`src/hw/cam_adv_consts.vh`:
```
// Function
// - Zero written to trigger bit fires trigger, in trigger mode zero only
// - Trigger field reads ready, transfer, integrating
// - Top bit reads feature presence flag, except in tile map and tile gains
// - Tile map is read only
// - Tile bytes hold ASCII colour initials
// - Tile map pixel order by byte position
// - Tile gains share tile map layout
// - Gain write forces colour balance on
// - Gains reset to 32, range 0-63
// - Layout select: 0 standard, 1 vendor
// - Standard layout: MSB aligned, big-endian
// - Vendor layout: low bits first, reversed
// - Exposure bounds: 8-bit low, 16-bit high
// - Auto exposure clamped between bounds
`ifndef CAM_ADV_CONSTS_VH
`define CAM_ADV_CONSTS_VH

// ----------------------------------------------------------------
// Register offsets
// ----------------------------------------------------------------
`define OFS_SOFT_TRIG     16'h102c
`define OFS_TILE_MAP      16'h1040
`define OFS_TILE_GAINS    16'h1044
`define OFS_LUMA_LAYOUT   16'h1048
`define OFS_AE_BOUNDS     16'h1088

// ----------------------------------------------------------------
// Field positions, bit 0 is the least significant bit
// ----------------------------------------------------------------
`define PRESENCE_BIT      31
`define TRIG_LSB          0
`define TRIG_MSB          1
`define LAYOUT_BIT        0
`define AE_MIN_LSB        16
`define AE_MIN_MSB        23
`define AE_MAX_LSB        0
`define AE_MAX_MSB        15

// ----------------------------------------------------------------
// Values
// ----------------------------------------------------------------
`define TRIG_ST_BUSY      2'h0
`define TRIG_ST_READY     2'h1
`define TRIG_ST_INTEG     2'h2
`define ASCII_RED         8'h52
`define ASCII_GREEN       8'h47
`define ASCII_BLUE        8'h42
`define ASCII_MONO        8'h59
`define GAIN_RESET        8'h20
`define GAIN_MAX          8'h3f
`define LAYOUT_STANDARD   1'b0
`define LAYOUT_VENDOR     1'b1
`define AE_MIN_RESET      8'h00
`define AE_MAX_RESET      16'hffff
`define AE_VALUE_RESET    16'h0000

`endif

```
`src/hw/luma16_packer.v`:
```
`timescale 1ns/1ps
`default_nettype none
`include "cam_adv_consts.vh"

module luma16_packer (
	input  wire       clock,
	input  wire       rst_n,
	input  wire       layout_sel,
	input  wire       pix_valid,
	input  wire [9:0] pix_data,
	output reg        word_valid,
	output reg  [7:0] first_byte,
	output reg  [7:0] second_byte
);

// ----------------------------------------------------------------
// Byte ordering
// ----------------------------------------------------------------
// The don't-care bits are driven as zero so that a capture is repeatable.
always @(posedge clock or negedge rst_n) begin
	if (!rst_n) begin
		word_valid  <= 1'b0;
		first_byte  <= 8'h00;
		second_byte <= 8'h00;
	end else begin
		word_valid <= pix_valid;
		if (pix_valid) begin
			if (layout_sel == `LAYOUT_VENDOR) begin
				first_byte  <= {pix_data[1:0], 6'h00};
				second_byte <= pix_data[9:2];
			end else begin
				first_byte  <= pix_data[9:2];
				second_byte <= {pix_data[1:0], 6'h00};
			end
		end
	end
end

endmodule
`default_nettype wire

```
`src/hw/cam_adv_regs.v`:
```
// The implementer's own choice: the Wishbone interface to the registers.
`timescale 1ns/1ps
`default_nettype none
`include "cam_adv_consts.vh"

module cam_adv_regs #(
	parameter [0:0]  TRIG_PRESENT   = 1'b1,
	parameter [0:0]  MAP_PRESENT    = 1'b1,
	parameter [0:0]  GAIN_PRESENT   = 1'b1,
	parameter [0:0]  LAYOUT_PRESENT = 1'b1,
	parameter [0:0]  AE_PRESENT     = 1'b1,
	parameter [31:0] TILE_MAP_VALUE = {`ASCII_RED, `ASCII_GREEN,
	                                   `ASCII_GREEN, `ASCII_BLUE}
) (
	input  wire        clock,
	input  wire        rstn,
	input  wire        wb_cyc_i,
	input  wire        wb_stb_i,
	input  wire        wb_we_i,
	input  wire [15:0] wb_adr_i,
	input  wire [3:0]  wb_sel_i,
	input  wire [31:0] wb_dat_i,
	output reg  [31:0] wb_dat_o,
	output reg         wb_ack_o,
	input  wire        trigger_mode_zero,
	input  wire        integrating,
	input  wire        transferring,
	output reg         trigger_pulse,
	output reg         balance_force_on,
	output reg  [31:0] tile_gains,
	output reg         luma_layout,
	input  wire        ae_auto,
	input  wire [15:0] ae_request,
	output reg  [15:0] ae_value,
	input  wire        pix_valid,
	input  wire [9:0]  pix_data,
	output wire        word_valid,
	output wire [7:0]  first_byte,
	output wire [7:0]  second_byte
);

// ----------------------------------------------------------------
// Reset release
// ----------------------------------------------------------------
reg sync1_reg;
reg rst_n_reg;

always @(posedge clock or negedge rstn) begin
	if (!rstn) begin
		sync1_reg <= 1'b0;
		rst_n_reg <= 1'b0;
	end else begin
		sync1_reg <= 1'b1;
		rst_n_reg <= sync1_reg;
	end
end

// ----------------------------------------------------------------
// Bus decode
// ----------------------------------------------------------------
wire req      = wb_cyc_i & wb_stb_i;
wire hit_trig = (wb_adr_i == `OFS_SOFT_TRIG);
wire hit_map  = (wb_adr_i == `OFS_TILE_MAP);
wire hit_gain = (wb_adr_i == `OFS_TILE_GAINS);
wire hit_lay  = (wb_adr_i == `OFS_LUMA_LAYOUT);
wire hit_ae   = (wb_adr_i == `OFS_AE_BOUNDS);

// A write is committed on the edge at which the master sees ack, so a
// request withdrawn early never alters state.
wire wr_commit = req & wb_we_i & wb_ack_o;

// ----------------------------------------------------------------
// Write strobes
// ----------------------------------------------------------------
// Each strobe is already qualified by its presence flag, so an absent
// feature keeps its reset contents whatever software writes.
wire wr_trig  = wr_commit & hit_trig & TRIG_PRESENT;
wire wr_gain  = wr_commit & hit_gain & GAIN_PRESENT;
wire wr_lay   = wr_commit & hit_lay & LAYOUT_PRESENT;
wire wr_ae    = wr_commit & hit_ae & AE_PRESENT;
wire rd_start = req & ~wb_ack_o & ~wb_we_i;

// ----------------------------------------------------------------
// Trigger status
// ----------------------------------------------------------------
reg [1:0] trig_status;

always @* begin
	if (integrating)
		trig_status = `TRIG_ST_INTEG;
	else if (transferring)
		trig_status = `TRIG_ST_BUSY;
	else
		trig_status = `TRIG_ST_READY;
end

// ----------------------------------------------------------------
// Software trigger
// ----------------------------------------------------------------
reg trig_fire;

always @* begin
	trig_fire = wr_trig & wb_sel_i[0] & trigger_mode_zero & ~wb_dat_i[`TRIG_LSB];
end

// The pulse is not gated by the ready status, so software alone paces the
// triggers and a trigger during integration is passed on as it comes.
always @(posedge clock or negedge rst_n_reg) begin
	if (!rst_n_reg)
		trigger_pulse <= 1'b0;
	else
		trigger_pulse <= trig_fire;
end

// ----------------------------------------------------------------
// Tile gains
// ----------------------------------------------------------------
wire [31:0] gains_next;

// Gain lanes: one byte lane per pixel of the tile.
genvar lane;
generate
	for (lane = 0; lane < 4; lane = lane + 1) begin : gain_lane
		wire [7:0] wr_byte = wb_dat_i[lane*8 +: 8];
		wire       lane_wr = wr_gain & wb_sel_i[lane];
		// Out-of-range writes saturate rather than wrap.
		wire [7:0] wr_clip = (wr_byte > `GAIN_MAX) ? `GAIN_MAX : wr_byte;
		assign gains_next[lane*8 +: 8] = lane_wr ? wr_clip : tile_gains[lane*8 +: 8];
	end
endgenerate

always @(posedge clock or negedge rst_n_reg) begin
	if (!rst_n_reg)
		tile_gains <= {4{`GAIN_RESET}};
	else
		tile_gains <= gains_next;
end

// ----------------------------------------------------------------
// Colour balance force
// ----------------------------------------------------------------
// Any tile gains write forces balance on, whatever its lanes or data, so the pulse
// ignores the byte selects.
reg balance_next;

always @* begin
	balance_next = wr_gain;
end

always @(posedge clock or negedge rst_n_reg) begin
	if (!rst_n_reg)
		balance_force_on <= 1'b0;
	else
		balance_force_on <= balance_next;
end

// ----------------------------------------------------------------
// Luminance layout select
// ----------------------------------------------------------------
reg layout_next;

always @* begin
	layout_next = luma_layout;
	if (wr_lay & wb_sel_i[0])
		layout_next = wb_dat_i[`LAYOUT_BIT];
end

always @(posedge clock or negedge rst_n_reg) begin
	if (!rst_n_reg)
		luma_layout <= `LAYOUT_STANDARD;
	else
		luma_layout <= layout_next;
end

// ----------------------------------------------------------------
// Exposure bounds
// ----------------------------------------------------------------
reg [7:0]  ae_min_reg;
reg [15:0] ae_max_reg;
reg [7:0]  ae_min_next;
reg [15:0] ae_max_next;

always @* begin
	ae_min_next = ae_min_reg;
	ae_max_next = ae_max_reg;
	if (wr_ae) begin
		if (wb_sel_i[2])
			ae_min_next = wb_dat_i[`AE_MIN_MSB:`AE_MIN_LSB];
		if (wb_sel_i[1])
			ae_max_next[15:8] = wb_dat_i[15:8];
		if (wb_sel_i[0])
			ae_max_next[7:0] = wb_dat_i[7:0];
	end
end

always @(posedge clock or negedge rst_n_reg) begin
	if (!rst_n_reg) begin
		ae_min_reg <= `AE_MIN_RESET;
		ae_max_reg <= `AE_MAX_RESET;
	end else begin
		ae_min_reg <= ae_min_next;
		ae_max_reg <= ae_max_next;
	end
end

// ----------------------------------------------------------------
// Exposure clamp
// ----------------------------------------------------------------
// If software programs the lower bound above the upper, the upper wins.
reg [15:0] ae_next;

always @* begin
	ae_next = ae_request;
	if (ae_next < {8'h00, ae_min_reg})
		ae_next = {8'h00, ae_min_reg};
	if (ae_next > ae_max_reg)
		ae_next = ae_max_reg;
end

// ----------------------------------------------------------------
// Exposure output
// ----------------------------------------------------------------
reg [15:0] ae_value_next;

always @* begin
	if (ae_auto & AE_PRESENT)
		ae_value_next = ae_next;
	else
		ae_value_next = ae_request;
end

always @(posedge clock or negedge rst_n_reg) begin
	if (!rst_n_reg)
		ae_value <= `AE_VALUE_RESET;
	else
		ae_value <= ae_value_next;
end

// ----------------------------------------------------------------
// Read words
// ----------------------------------------------------------------
reg [31:0] trig_word;
reg [31:0] map_word;
reg [31:0] gain_word;
reg [31:0] lay_word;
reg [31:0] ae_word;
reg [31:0] rd_next;
reg        ack_next;
reg [31:0] dat_next;

always @* begin
	trig_word = 32'h00000000;
	trig_word[`PRESENCE_BIT] = TRIG_PRESENT;
	if (TRIG_PRESENT)
		trig_word[`TRIG_MSB:`TRIG_LSB] = trig_status;
end

// The map and the gains fill the whole word, so they carry no presence bit
// and an absent feature reads as zero.
always @* begin
	map_word = 32'h00000000;
	if (MAP_PRESENT)
		map_word = TILE_MAP_VALUE;
end

always @* begin
	gain_word = 32'h00000000;
	if (GAIN_PRESENT)
		gain_word = tile_gains;
end

always @* begin
	lay_word = 32'h00000000;
	lay_word[`PRESENCE_BIT] = LAYOUT_PRESENT;
	lay_word[`LAYOUT_BIT]   = luma_layout;
end

always @* begin
	ae_word = 32'h00000000;
	ae_word[`PRESENCE_BIT] = AE_PRESENT;
	ae_word[`AE_MIN_MSB:`AE_MIN_LSB] = ae_min_reg;
	ae_word[`AE_MAX_MSB:`AE_MAX_LSB] = ae_max_reg;
end

// ----------------------------------------------------------------
// Read mux
// ----------------------------------------------------------------
// Unmapped addresses read as zero and are still acknowledged, so software
// never hangs on a stray access.
always @* begin
	rd_next = 32'h00000000;
	if (hit_trig)
		rd_next = trig_word;
	else if (hit_map)
		rd_next = map_word;
	else if (hit_gain)
		rd_next = gain_word;
	else if (hit_lay)
		rd_next = lay_word;
	else if (hit_ae)
		rd_next = ae_word;
end

// ----------------------------------------------------------------
// Acknowledge
// ----------------------------------------------------------------
always @* begin
	ack_next = req & ~wb_ack_o;
	dat_next = 32'h00000000;
	if (rd_start)
		dat_next = rd_next;
end

// Read data stand only in the acknowledge cycle and are zero otherwise.
always @(posedge clock or negedge rst_n_reg) begin
	if (!rst_n_reg) begin
		wb_ack_o <= 1'b0;
		wb_dat_o <= 32'h00000000;
	end else begin
		wb_ack_o <= ack_next;
		wb_dat_o <= dat_next;
	end
end

// ----------------------------------------------------------------
// Luminance formatter
// ----------------------------------------------------------------
luma16_packer i_luma16_packer (
	.clock       (clock),
	.rst_n       (rst_n_reg),
	.layout_sel  (luma_layout),
	.pix_valid   (pix_valid),
	.pix_data    (pix_data),
	.word_valid  (word_valid),
	.first_byte  (first_byte),
	.second_byte (second_byte)
);

endmodule
`default_nettype wire

```
`config.mk`:
```
export PLATFORM = sky130hd
export DESIGN_NAME = cam_adv_regs
export DESIGN_NICKNAME = d
export VERILOG_FILES = /design/src/hw/luma16_packer.v /design/src/hw/cam_adv_regs.v
export VERILOG_INCLUDE_DIRS = /design/src /design/src/hw
export SDC_FILE = /design/constraint.sdc
export NUM_CORES = 1
export LEC_CHECK = 0
export BUFFER_PORTS_ARGS = -buffer_cell sky130_fd_sc_hd__buf_4
export CORE_MARGIN = 1.5
export CORE_UTILIZATION = 55
export DETAILED_ROUTE_END_ITERATION = 16
export PLACE_DENSITY = 0.85
export SLEW_MARGIN = 20
export SYNTH_ARGS = -nofsm -noshare
export SYNTH_HDL_FRONTEND = slang
export SYNTH_SLANG_ARGS = --single-unit
export TNS_END_PERCENT = 10
```
`constraint.sdc`:
```
create_clock -name clock -period 6.3 [get_ports clock]
set_clock_uncertainty 0.2 [all_clocks]
set_input_delay 1.26 -clock clock [delete_from_list [all_inputs] [get_ports clock]]
set_output_delay 1.26 -clock clock [all_outputs]
set_load 0.01 [all_outputs]
```
# Word-level counts from Yosys, hierarchy flattened
# Cells that the tools add are included.
# Widths: inputs -> output; s select.
[op_classes]
add_sub_neg = 0
multipliers = 0
div_mod_pow = 0
magnitude_cmp = 6
eq_ne = 5
shifts = 0
muxes = 17
bitwise_logic = 20
reduce_logical = 3
[ops]
columns = ["operator", "n"]
rows = [
  ["$mux 32", 6],
  ["$eq 16x13->1 const B", 5],
  ["$mux 16", 3],
  ["$mux 8", 6],
  ["$gt 8x6->1 const B", 4],
  ["$and 1x1->1", 17],
  ["$gt 16x16->1", 1],
  ["$lt 16x8->1", 1],
  ["$reduce_and 2->1", 3],
  ["$not 1->1", 3],
  ["$mux 2", 1],
  ["$mux 1", 1],
]
[totals]
regBits = 127
latch_bits = 0
ram_bits = 0
romBits = 0
in_bits = 88
wordCells = 69
mem_count = 0

# Depth between registers and ports, before layout
# Gate-level depths: netlist of run 1.
[logic_depth]
word_depth = 7
depth_mapped = 14
ltp_nobuf = 13

# Cells and area by module
# From an unflattened synthesis of run 1, not the netlist that was laid out.
[hier_totals]
cells_unflattened = 537
hier_area_um2 = 5921.9
[by_module_without_submodules]
columns = ["module", "instances", "cells_each", "area_per_inst_um2"]
rows = [
  ["cam_adv_regs", 1, 467, 5177.5],
  ["luma16_packer", 1, 70, 744.5],
]

# Worst setup path before layout of run 1
# OpenSTA, ideal clock, no wires.
[synth_timing]
kind = "input port to flip-flop"
from = "input ae_request[5]"
to = "register ae_value[12]"
setup_time_ps = 125
arrival_ps = 4554
t_required_ps = 5975
slack_ps = 1421
cell_stages = 13
path_cell_list = "ha_1 a21o_1 a21o_1 a221oi_2 mux2i_1 inv_1 ha_1 a41oi_1 o21ai_0 and4_1 o31ai_1 buf_2 mux2_2"
[synth_via]
elab_chain_cells = 5
[synth_rtl]
columns = ["element", "line", "source"]
rows = [
  ["from (decl)", "cam_adv_regs.v:33", "input wire [15:0] ae_request,"],
  ["$lt 16x8->1", "cam_adv_regs.v:214", "if (ae_next < {8'h00, ae_min_reg})"],
  ["$mux 16 *", "cam_adv_regs.v:214", ""],
  ["$gt 16x16->1", "cam_adv_regs.v:216", "if (ae_next > ae_max_reg)"],
  ["$mux 16 *", "cam_adv_regs.v:216", ""],
  ["$mux 16 *", "cam_adv_regs.v:226", "if (ae_auto & AE_PRESENT)"],
  ["via ae_value_next[12]", "cam_adv_regs.v:223", "reg [15:0] ae_value_next;"],
  ["to (signal assigned)", "cam_adv_regs.v:234", "ae_value <= `AE_VALUE_RESET;"],
  ["to (signal assigned)", "cam_adv_regs.v:236", "ae_value <= ae_value_next;"],
  ["to (decl)", "cam_adv_regs.v:34", "output reg [15:0] ae_value,"],
]
# Mark *: on every way through the listed nets, which the timed path passes. The rest lies on a longest branch.
# A chain may end at the register's enable or synchronous reset.

# Final worst setup path of run 1
[layout_timing]
from = "input ae_request[2]"
to = "register ae_value[7]"
# The elaborated chain is that of the path after synthesis.

==> results of run 1 <==
[worst max-delay path, stage by stage]
cell	delay, ns
sky130_fd_sc_hd__buf_4	0.12
sky130_fd_sc_hd__ha_1	0.30
sky130_fd_sc_hd__a211oi_1	0.22
sky130_fd_sc_hd__o21ai_0	0.16
sky130_fd_sc_hd__a221oi_2	0.82
sky130_fd_sc_hd__mux2i_1	0.34
sky130_fd_sc_hd__inv_1	0.08
sky130_fd_sc_hd__ha_1	0.33
sky130_fd_sc_hd__nand3_1	0.09
sky130_fd_sc_hd__nor4_1	0.41
sky130_fd_sc_hd__a21boi_0	0.42
sky130_fd_sc_hd__o41a_1	0.45
sky130_fd_sc_hd__o221ai_1	0.23
[final cells by class]
type	instances	area share [%]
tap	136	2.12
timing repair buffer	195	18.3
multi-input combinational	337	29.7
clock buffer	21	5.47
sequential	127	39.9
inverter	45	2.10
clock inverter	11	2.34
[cell usage after synthesis, types with 2 or more instances]
cell type                    n  share of area (%)
sky130_fd_sc_hd__dfrtp_1   107                 46
sky130_fd_sc_hd__inv_1      44                2.8
sky130_fd_sc_hd__mux2_2     39                7.5
sky130_fd_sc_hd__nor2_1     39                2.5
sky130_fd_sc_hd__nand2_1    34                2.2
sky130_fd_sc_hd__o21ai_0    33                2.8
sky130_fd_sc_hd__ha_1       23                4.9
sky130_fd_sc_hd__clkbuf_1   21                1.3
sky130_fd_sc_hd__nor3_1     21                1.8
sky130_fd_sc_hd__dfstp_2    20                8.9
sky130_fd_sc_hd__a21oi_1    14                1.2
sky130_fd_sc_hd__a22oi_1    13                1.7
sky130_fd_sc_hd__and2_1     13                1.4
sky130_fd_sc_hd__mux2i_1    12                2.0
sky130_fd_sc_hd__nand3_1    11               0.94
sky130_fd_sc_hd__a221oi_1   10                1.5
sky130_fd_sc_hd__o221ai_1    8                1.2
sky130_fd_sc_hd__or3_1       8               0.85
sky130_fd_sc_hd__and3_1      6               0.64
sky130_fd_sc_hd__nand3b_1    6               0.77
sky130_fd_sc_hd__nand4_1     6               0.64
sky130_fd_sc_hd__buf_2       5               0.43
sky130_fd_sc_hd__a21o_1      4               0.51
sky130_fd_sc_hd__nand2_4     3               0.57
sky130_fd_sc_hd__nand2b_1    3               0.32
sky130_fd_sc_hd__a211oi_1    2               0.26
sky130_fd_sc_hd__and4_1      2               0.30
sky130_fd_sc_hd__nor2b_1     2               0.21
sky130_fd_sc_hd__nor4_1      2               0.21
sky130_fd_sc_hd__nor4_2      2               0.43
sky130_fd_sc_hd__o21bai_1    2               0.26
[kinds of logic after synthesis]
| group | share of synthesized area, % |
|---|---|
| other | 0.0638 |
| DFF | 54.5 |
| AOI/OAI and AO/OA | 11.1 |
| adders and majority gates | 4.90 |
| and+or+nand+nor | 15.0 |
| buffers and inverters | 4.83 |
| muxes | 9.52 |
[per-stage QoR]
step / instance area, um^2 / cells / power [mW] / hold WS [ns]
5_1_grt: 8030 / 872 / 2.11 / 0.175
3_3_place_gp: 7390 / 839 / 1.01 / 0.136
4_1_cts: 8020 / 871 / 2.05 / 0.148
2_1_floorplan: 5880 / 537 / 0.919 / 0.131
6_report: 8030 / 872 / 2.05 / 0.148
3_5_place_dp: 7390 / 839 / 1.01 / 0.135
[layer usage]
layer | GRT usage, % | wire, um
met1 | 36.3 | 6490
met2 | 51.6 | 8250
met3 | 8.22 | 1160
met4 | 12.7 | 415
met5 | 0 | 0
[power groups by stage]
stage	clock, mW	combinational (mW)	sequential [mW]
after floorplan	0	0.0498	0.869
after global placement	0	0.147	0.859
after detailed placement	0	0.153	0.859
after CTS	1.05	0.155	0.846
after global routing	1.09	0.170	0.848
final	1.05	0.155	0.845
[worst max path at each step]
stage                        from      endpoint  cells after the start
floorplan           ae_request[5]  ae_value[12]                     13
global placement    ae_request[2]   ae_value[9]                     13
detailed placement  ae_request[2]   ae_value[7]                     13
CTS                 ae_request[2]   ae_value[7]                     13
global route        ae_request[2]   ae_value[7]                     13
finish              ae_request[2]   ae_value[7]                     13
==> impl_results.rst, run 1 <==
.. list-table::
   :header-rows: 1

   * - Metric
     - Value
   * - WL per Instance
     - 18.7 um
   * - Gate Count Post-Synth
     - 537
   * - Final ANT Viol Nets
     - 0
   * - Total Wirelength
     - 16300 um
   * - Leak
     - 3.88 nW
   * - Post-Synthesis Mean Instance Area
     - 10.9 um^2
   * - Async set-reset flop share out of synthesis
     - 100%
   * - Clock Pin Slew Worst Setup and Hold Paths
     - 0.06 ns
   * - First-pass GRT wire length
     - 25900 um
   * - GRT Util Overall
     - 30.3%
   * - Effective utilization at floorplan
     - 56.9%
   * - Startpoint-to-endpoint class of the critical path
     - in2reg
   * - Total power divided by cell area
     - 255 nW/um^2
   * - Number of distinct standard cells referenced by the synthesized netlist
     - 53
   * - Total Die Area
     - 11300 um^2
   * - Depth of the worst register-to-register path
     - 13
   * - Clock tree from TritonCTS
     - yes
   * - Count of input and output buffers
     - 188
   * - Initial detailed-routing violation count
     - 293
   * - Final critical path time including I/O delays and setup
     - 5.07 ns
   * - Final antenna diode count
     - 0
   * - DR DRC count
     - 0
   * - Number of gates given a new drive strength after cts
     - 0
   * - Post-Syn Nets
     - 648
   * - Root buffer cell
     - sky130_fd_sc_hd__clkbuf_8
   * - Worst-case hold path end point
     - rst_n_reg
   * - Die Ht
     - 106 um
   * - Worst-margin pin slew
     - 0.993 ns
   * - Number of core rows
     - 37
   * - Proportion of power drawn by the clock network
     - 51.1%
   * - Slew Limit Fails
     - 0
   * - Arrival time of data at the critical path endpoint
     - 5.23 ns
   * - Startpoint of the most critical hold path
     - sync1_reg
   * - Clock buffer count from CTS
     - 17
   * - Reg2Reg Capture Point
     - ae_value[7]
   * - Multi-input combinational cell area
     - 2390 um^2
   * - Commonest register cell after synthesis
     - sky130_fd_sc_hd__dfrtp_1
   * - Number of enable flip-flop cells after synthesis
     - 0
   * - Setup slack, reg-to-reg
     - 1.56 ns
   * - Type of element capturing the critical path
     - flop
   * - Outcome
     - complete, no violations
   * - Class of the tightest hold or removal check
     - reg2reg
   * - Total setup buffers inserted after CTS
     - 0
   * - Cts hold-fix bufs
     - 0
   * - Post-detailed-route via-to-cell ratio
     - 5.69
   * - Worst hold path cell count
     - 0
   * - Net count reported at finish
     - 834
   * - Most common cell after layout, fill and taps aside
     - sky130_fd_sc_hd__buf_4
   * - Vias in the first global route
     - 5064
   * - Worst Slack Setup Final
     - 1.23 ns
   * - Registers with the most flip-flops
     - tile_gains: 32 flops, wb_dat_o: 32 flops
   * - Sequential area share after synthesis
     - 54.5%
   * - Worst endpoint required time
     - 6.46 ns
   * - Number of antenna violations at the first check in global routing
     - 0
   * - Number of storage elements in the synthesis netlist
     - 127
   * - Share of final-layout standard cells stronger than drive strength 1
     - 40.2%
   * - Clock Path Buffers
     - 2
   * - Pre-CTS setup slack
     - 0.844 ns
   * - Total iterations of the first detailed-routing run
     - 4
   * - Switching Power
     - 0.445 mW
   * - Proportion of power drawn by flip-flops and latches
     - 41.3%
   * - Mapped Area
     - 5880 um^2
   * - Unrepaired setup endpoints after global routing
     - no
   * - Final Hold Fails
     - 0
   * - Final-layout fill cell count
     - 662
   * - Crit Reg-Reg Startpoint
     - ae_min_reg[2]
   * - Utilization of the core after routing
     - 77.8%
   * - Maximum number of pins on one net before global-route repair
     - 68
   * - Switching power as a share of total power
     - 21.8%
   * - Count of clock tree sinks
     - 127
   * - Combinational group share of total power
     - 7.6%
   * - Summed negative setup slack over all endpoints
     - 0 ns
   * - Internal Dissipation
     - 1.60 mW
   * - Warnings, synthesis
     - 0
   * - Top library cells by usage in the layout, fill and taps aside
     - sky130_fd_sc_hd__buf_4, sky130_fd_sc_hd__dfrtp_1, sky130_fd_sc_hd__inv_1
   * - Worst IR drop on VDD
     - 0.000166 V
   * - Area of the placeable core
     - 10300 um^2
   * - Post-DP HPWL
     - 11700 um
   * - Number of setup violations in the final report
     - 0
   * - Horizontal die dimension
     - 106 um
   * - Placer congestion estimate
     - 0.858
   * - Max Fclk
     - 197 MHz
   * - Total vias in the final route
     - 4959
   * - Biggest fanout along the worst timing path
     - 8
   * - MaxCap Viol Count
     - 0
   * - Flip-flop and latch area
     - 3210 um^2
   * - Worst slew margin relative to its limit
     - 33.8%
   * - Synthesis-to-layout area growth
     - 36.6%
   * - Gr ovfl total
     - 0
   * - CP Launch Type
     - primary input
   * - Top-Level Pins
     - 189
   * - H-Tree Level Count
     - 4
   * - Skew-Pair Late Insertion Delay
     - 0.53 ns
   * - Share of the clock period used by the worst path
     - 80.5%
No activity file was read; power rests on OpenSTA's default activity.
==> run 2: changes to the inputs <==
ABC_AREA = 1   (was not set)
CORE_UTILIZATION = 48   (was 55)
PLACE_DENSITY = 0.78   (was 0.85)
clock period = 4.2 ns   (was 6.3 ns; I/O delays follow)
==> impl_results.rst, run 2 <==
.. list-table::
   :header-rows: 1

   * - Metric
     - Value
   * - Outcome
     - complete, no violations
   * - Leak
     - 4.64 nW
   * - Die Ht
     - 120 um
   * - Final critical path time including I/O delays and setup
     - 3.45 ns
   * - Total Wirelength
     - 17400 um
   * - First-pass GRT wire length
     - 28400 um
   * - Cts hold-fix bufs
     - 1
   * - Effective utilization at floorplan
     - 49.6%
   * - Skew-Pair Late Insertion Delay
     - 0.41 ns
   * - Class of the tightest hold or removal check
     - reg2reg
   * - Biggest fanout along the worst timing path
     - 16
   * - Cell count after placement
     - 1128
   * - Most instantiated cells after synthesis
     - sky130_fd_sc_hd__nand2_1, sky130_fd_sc_hd__inv_1, sky130_fd_sc_hd__dfrtp_1, sky130_fd_sc_hd__nor2_1, sky130_fd_sc_hd__nand3_1
   * - GRT Util Overall
     - 25.4%
   * - Initial detailed-routing violation count
     - 493
   * - Crit Reg-Reg Startpoint
     - ae_min_reg[5]
   * - Worst hold path cell count
     - 0
   * - Final antenna diode count
     - 0
   * - Synthesis-to-layout area growth
     - 30.5%
   * - Cell type contributing the most total cell area after synthesis
     - sky130_fd_sc_hd__dfrtp_1
   * - Post-route non-filler standard cell count
     - 1161
   * - Post-DP HPWL
     - 12900 um
   * - Total Die Area
     - 14500 um^2
   * - Depth of the worst register-to-register path
     - 23
   * - Total vias in the final route
     - 5788
   * - Total power divided by cell area
     - 332 nW/um^2
   * - Launching instance or port of the critical path
     - ae_request[5]
   * - Type of element capturing the critical path
     - flop
   * - Worst-margin pin slew
     - 1.14 ns
   * - Commonest register cell after synthesis
     - sky130_fd_sc_hd__dfrtp_1
   * - Area of the placeable core
     - 13300 um^2
   * - Net count reported at finish
     - 1083
   * - Number of storage elements in the synthesis netlist
     - 127
   * - Number of core rows
     - 42
   * - Most frequently used cell type in the post-synthesis netlist
     - sky130_fd_sc_hd__nand2_1
   * - Worst slew margin relative to its limit
     - 23.5%
   * - Master of the slowest instance on the critical path
     - sky130_fd_sc_hd__nand2_1
   * - Top-Level Pins
     - 189
   * - Summed negative setup slack over all endpoints
     - 0 ns
   * - Share of the clock period used by the worst path
     - 82.1%
   * - Maximum number of pins on one net before global-route repair
     - 59
   * - Vias in the first global route
     - 5619
   * - Total iterations of the first detailed-routing run
     - 5
   * - Gr ovfl total
     - 0
   * - Number of distinct standard cells referenced by the synthesized netlist
     - 41
   * - Total setup buffers inserted after CTS
     - 0
   * - Clock buffer count from CTS
     - 17
   * - Slew Limit Fails
     - 0
   * - Worst IR drop on VDD
     - 0.000281 V
   * - Pre-CTS setup slack
     - 0.330 ns
   * - Series of cell instances along the critical path
     - buf_4, ha_1, nand2_1, nand2_1, nand2_1, nand2_1, nand2_1, nand2_1, clkinv_1, nand2_1, nand2_1, nand2_1, inv_1, ha_1, nand2_1, nor2_1, nand2_1, nand2_1, nand2_1, nand2_2, nand2_2, o21ai_1, nand2_1
   * - Number of antenna violations at the first check in global routing
     - 0
   * - H-Tree Level Count
     - 4
   * - Reg2Reg Capture Point
     - ae_value[10]
   * - Count of input and output buffers
     - 188
   * - Standard cell area after detailed placement
     - 8090 um^2
   * - Number of enable flip-flop cells after synthesis
     - 0
   * - Sequential area share after synthesis
     - 48.4%
   * - Unrepaired setup endpoints after global routing
     - no
   * - Final ANT Viol Nets
     - 0
   * - Worst-case hold path end point
     - rst_n_reg
   * - Post-Synthesis Mean Instance Area
     - 8.37 um^2
   * - Startpoint-to-endpoint class of the critical path
     - in2reg
   * - WL per Instance
     - 15.0 um
   * - Root buffer cell
     - sky130_fd_sc_hd__clkbuf_16
   * - Arrival time of data at the critical path endpoint
     - 3.55 ns
   * - Worst Slack Setup Final
     - 0.752 ns
   * - Number of setup violations in the final report
     - 0
   * - Final-layout worst hold slack
     - 0.184 ns
   * - Utilization of the core after routing
     - 64.7%
   * - CP Launch Type
     - primary input
   * - Post-detailed-route via-to-cell ratio
     - 4.99
   * - Clock Pin Slew Worst Setup and Hold Paths
     - 0.06 ns
   * - Max Fclk
     - 290 MHz
   * - Mapped Area
     - 6620 um^2
   * - Setup slack, reg-to-reg
     - 0.84 ns
   * - Gate Count Post-Synth
     - 791
   * - Startpoint of the most critical hold path
     - sync1_reg
   * - Warnings, synthesis
     - 0
   * - Most frequent CP cell
     - sky130_fd_sc_hd__nand2_1
   * - Most common cell after layout, fill and taps aside
     - sky130_fd_sc_hd__nand2_1
   * - Biggest cell delay along the critical path
     - 0.29 ns
   * - Clock tree from TritonCTS
     - yes
   * - Top library cells by usage in the layout, fill and taps aside
     - sky130_fd_sc_hd__nand2_1, sky130_fd_sc_hd__buf_4, sky130_fd_sc_hd__inv_1
   * - Overall power
     - 2.87 mW
   * - Async set-reset flop share out of synthesis
     - 100%
   * - Post-route standard cell area excluding fillers
     - 8640 um^2
   * - Placer congestion estimate
     - 0.862
   * - MaxCap Viol Count
     - 0
   * - Registers with the most flip-flops
     - tile_gains: 32 flops, wb_dat_o: 32 flops
   * - Clock Path Buffers
     - 2
   * - Post-Syn Nets
     - 902
   * - Dominant cells by area after synthesis
     - sky130_fd_sc_hd__dfrtp_1, sky130_fd_sc_hd__nand2_1, sky130_fd_sc_hd__dfstp_2
   * - Count of clock tree sinks
     - 127
   * - Share of final-layout standard cells stronger than drive strength 1
     - 33.2%
   * - Worst endpoint required time
     - 4.30 ns
   * - Top cell type's share of synthesized area
     - 40.4%
   * - DR DRC count
     - 0
   * - Horizontal die dimension
     - 120 um
   * - Number of gates given a new drive strength after cts
     - 0
   * - Final Hold Fails
     - 0
[run 2: cell types whose count changed in the layout (fill, tap and decap cells not counted), sizes merged, moves of 6 or more]
cell,before,now
nand2,37,226
inv,44,135
nand3,12,57
mux2,39,0
o21ai,33,68
nor2,40,72
nor3,21,5
a22oi,13,0
and2,13,0
mux2i,12,0
a221oi,11,0
or3,8,0
nand3b,6,0
o211ai,0,6
[run 2: logic make-up after synthesis]
logic type / count (synthesis) / synth area share, %
other: 1 / 0.0566
and+or+nand+nor: 370 / 25.7
adders and majority gates: 23 / 4.35
buffers and inverters: 167 / 10.7
AOI/OAI and AO/OA: 103 / 10.8
DFF: 127 / 48.4
[run 2: metal layers]
layer | global-route usage [%] | part of all wire, % | wire [um]
met1 | 33.6 | 43 | 7520
met2 | 40.2 | 48 | 8400
met3 | 6.37 | 5.9 | 1040
met4 | 9.71 | 2.7 | 475
met5 | 0 | 0 | 0
[run 2: worst max-delay path by stage]
stage               slack (ns)  cells after the start             to
floorplan                 0.23                      0  ae_min_reg[0]
global placement          0.45                     23   ae_value[10]
detailed placement        0.33                     23   ae_value[10]
CTS                       0.75                     23   ae_value[10]
global route              0.36                     24    ae_value[4]
finish                    0.75                     23   ae_value[10]
[run 2: worst max-delay path: cells and delay by family]
kind / cells / cell delay (ns)
AND/OR/NAND/NOR: 17 / 1.58
adder cells (fa/ha/maj): 2 / 0.56
buffers and inverters: 3 / 0.35
AO/OA/AOI/OAI: 1 / 0.18
[run 2: power breakdown]
group          internal, mW  switching (mW)
logic                 0.122           0.143
registers              1.25          0.0237
clock network         0.782           0.550
total                  2.15           0.717
[run 2: layout make-up]
class,instances,area (um^2)
fill,1189,4710
tap,176,220
inverter,136,512
clock inverter,13,88.8
multi-input combinational,497,2710
clock buffer,19,453
sequential,127,3210
timing repair buffer,193,1450
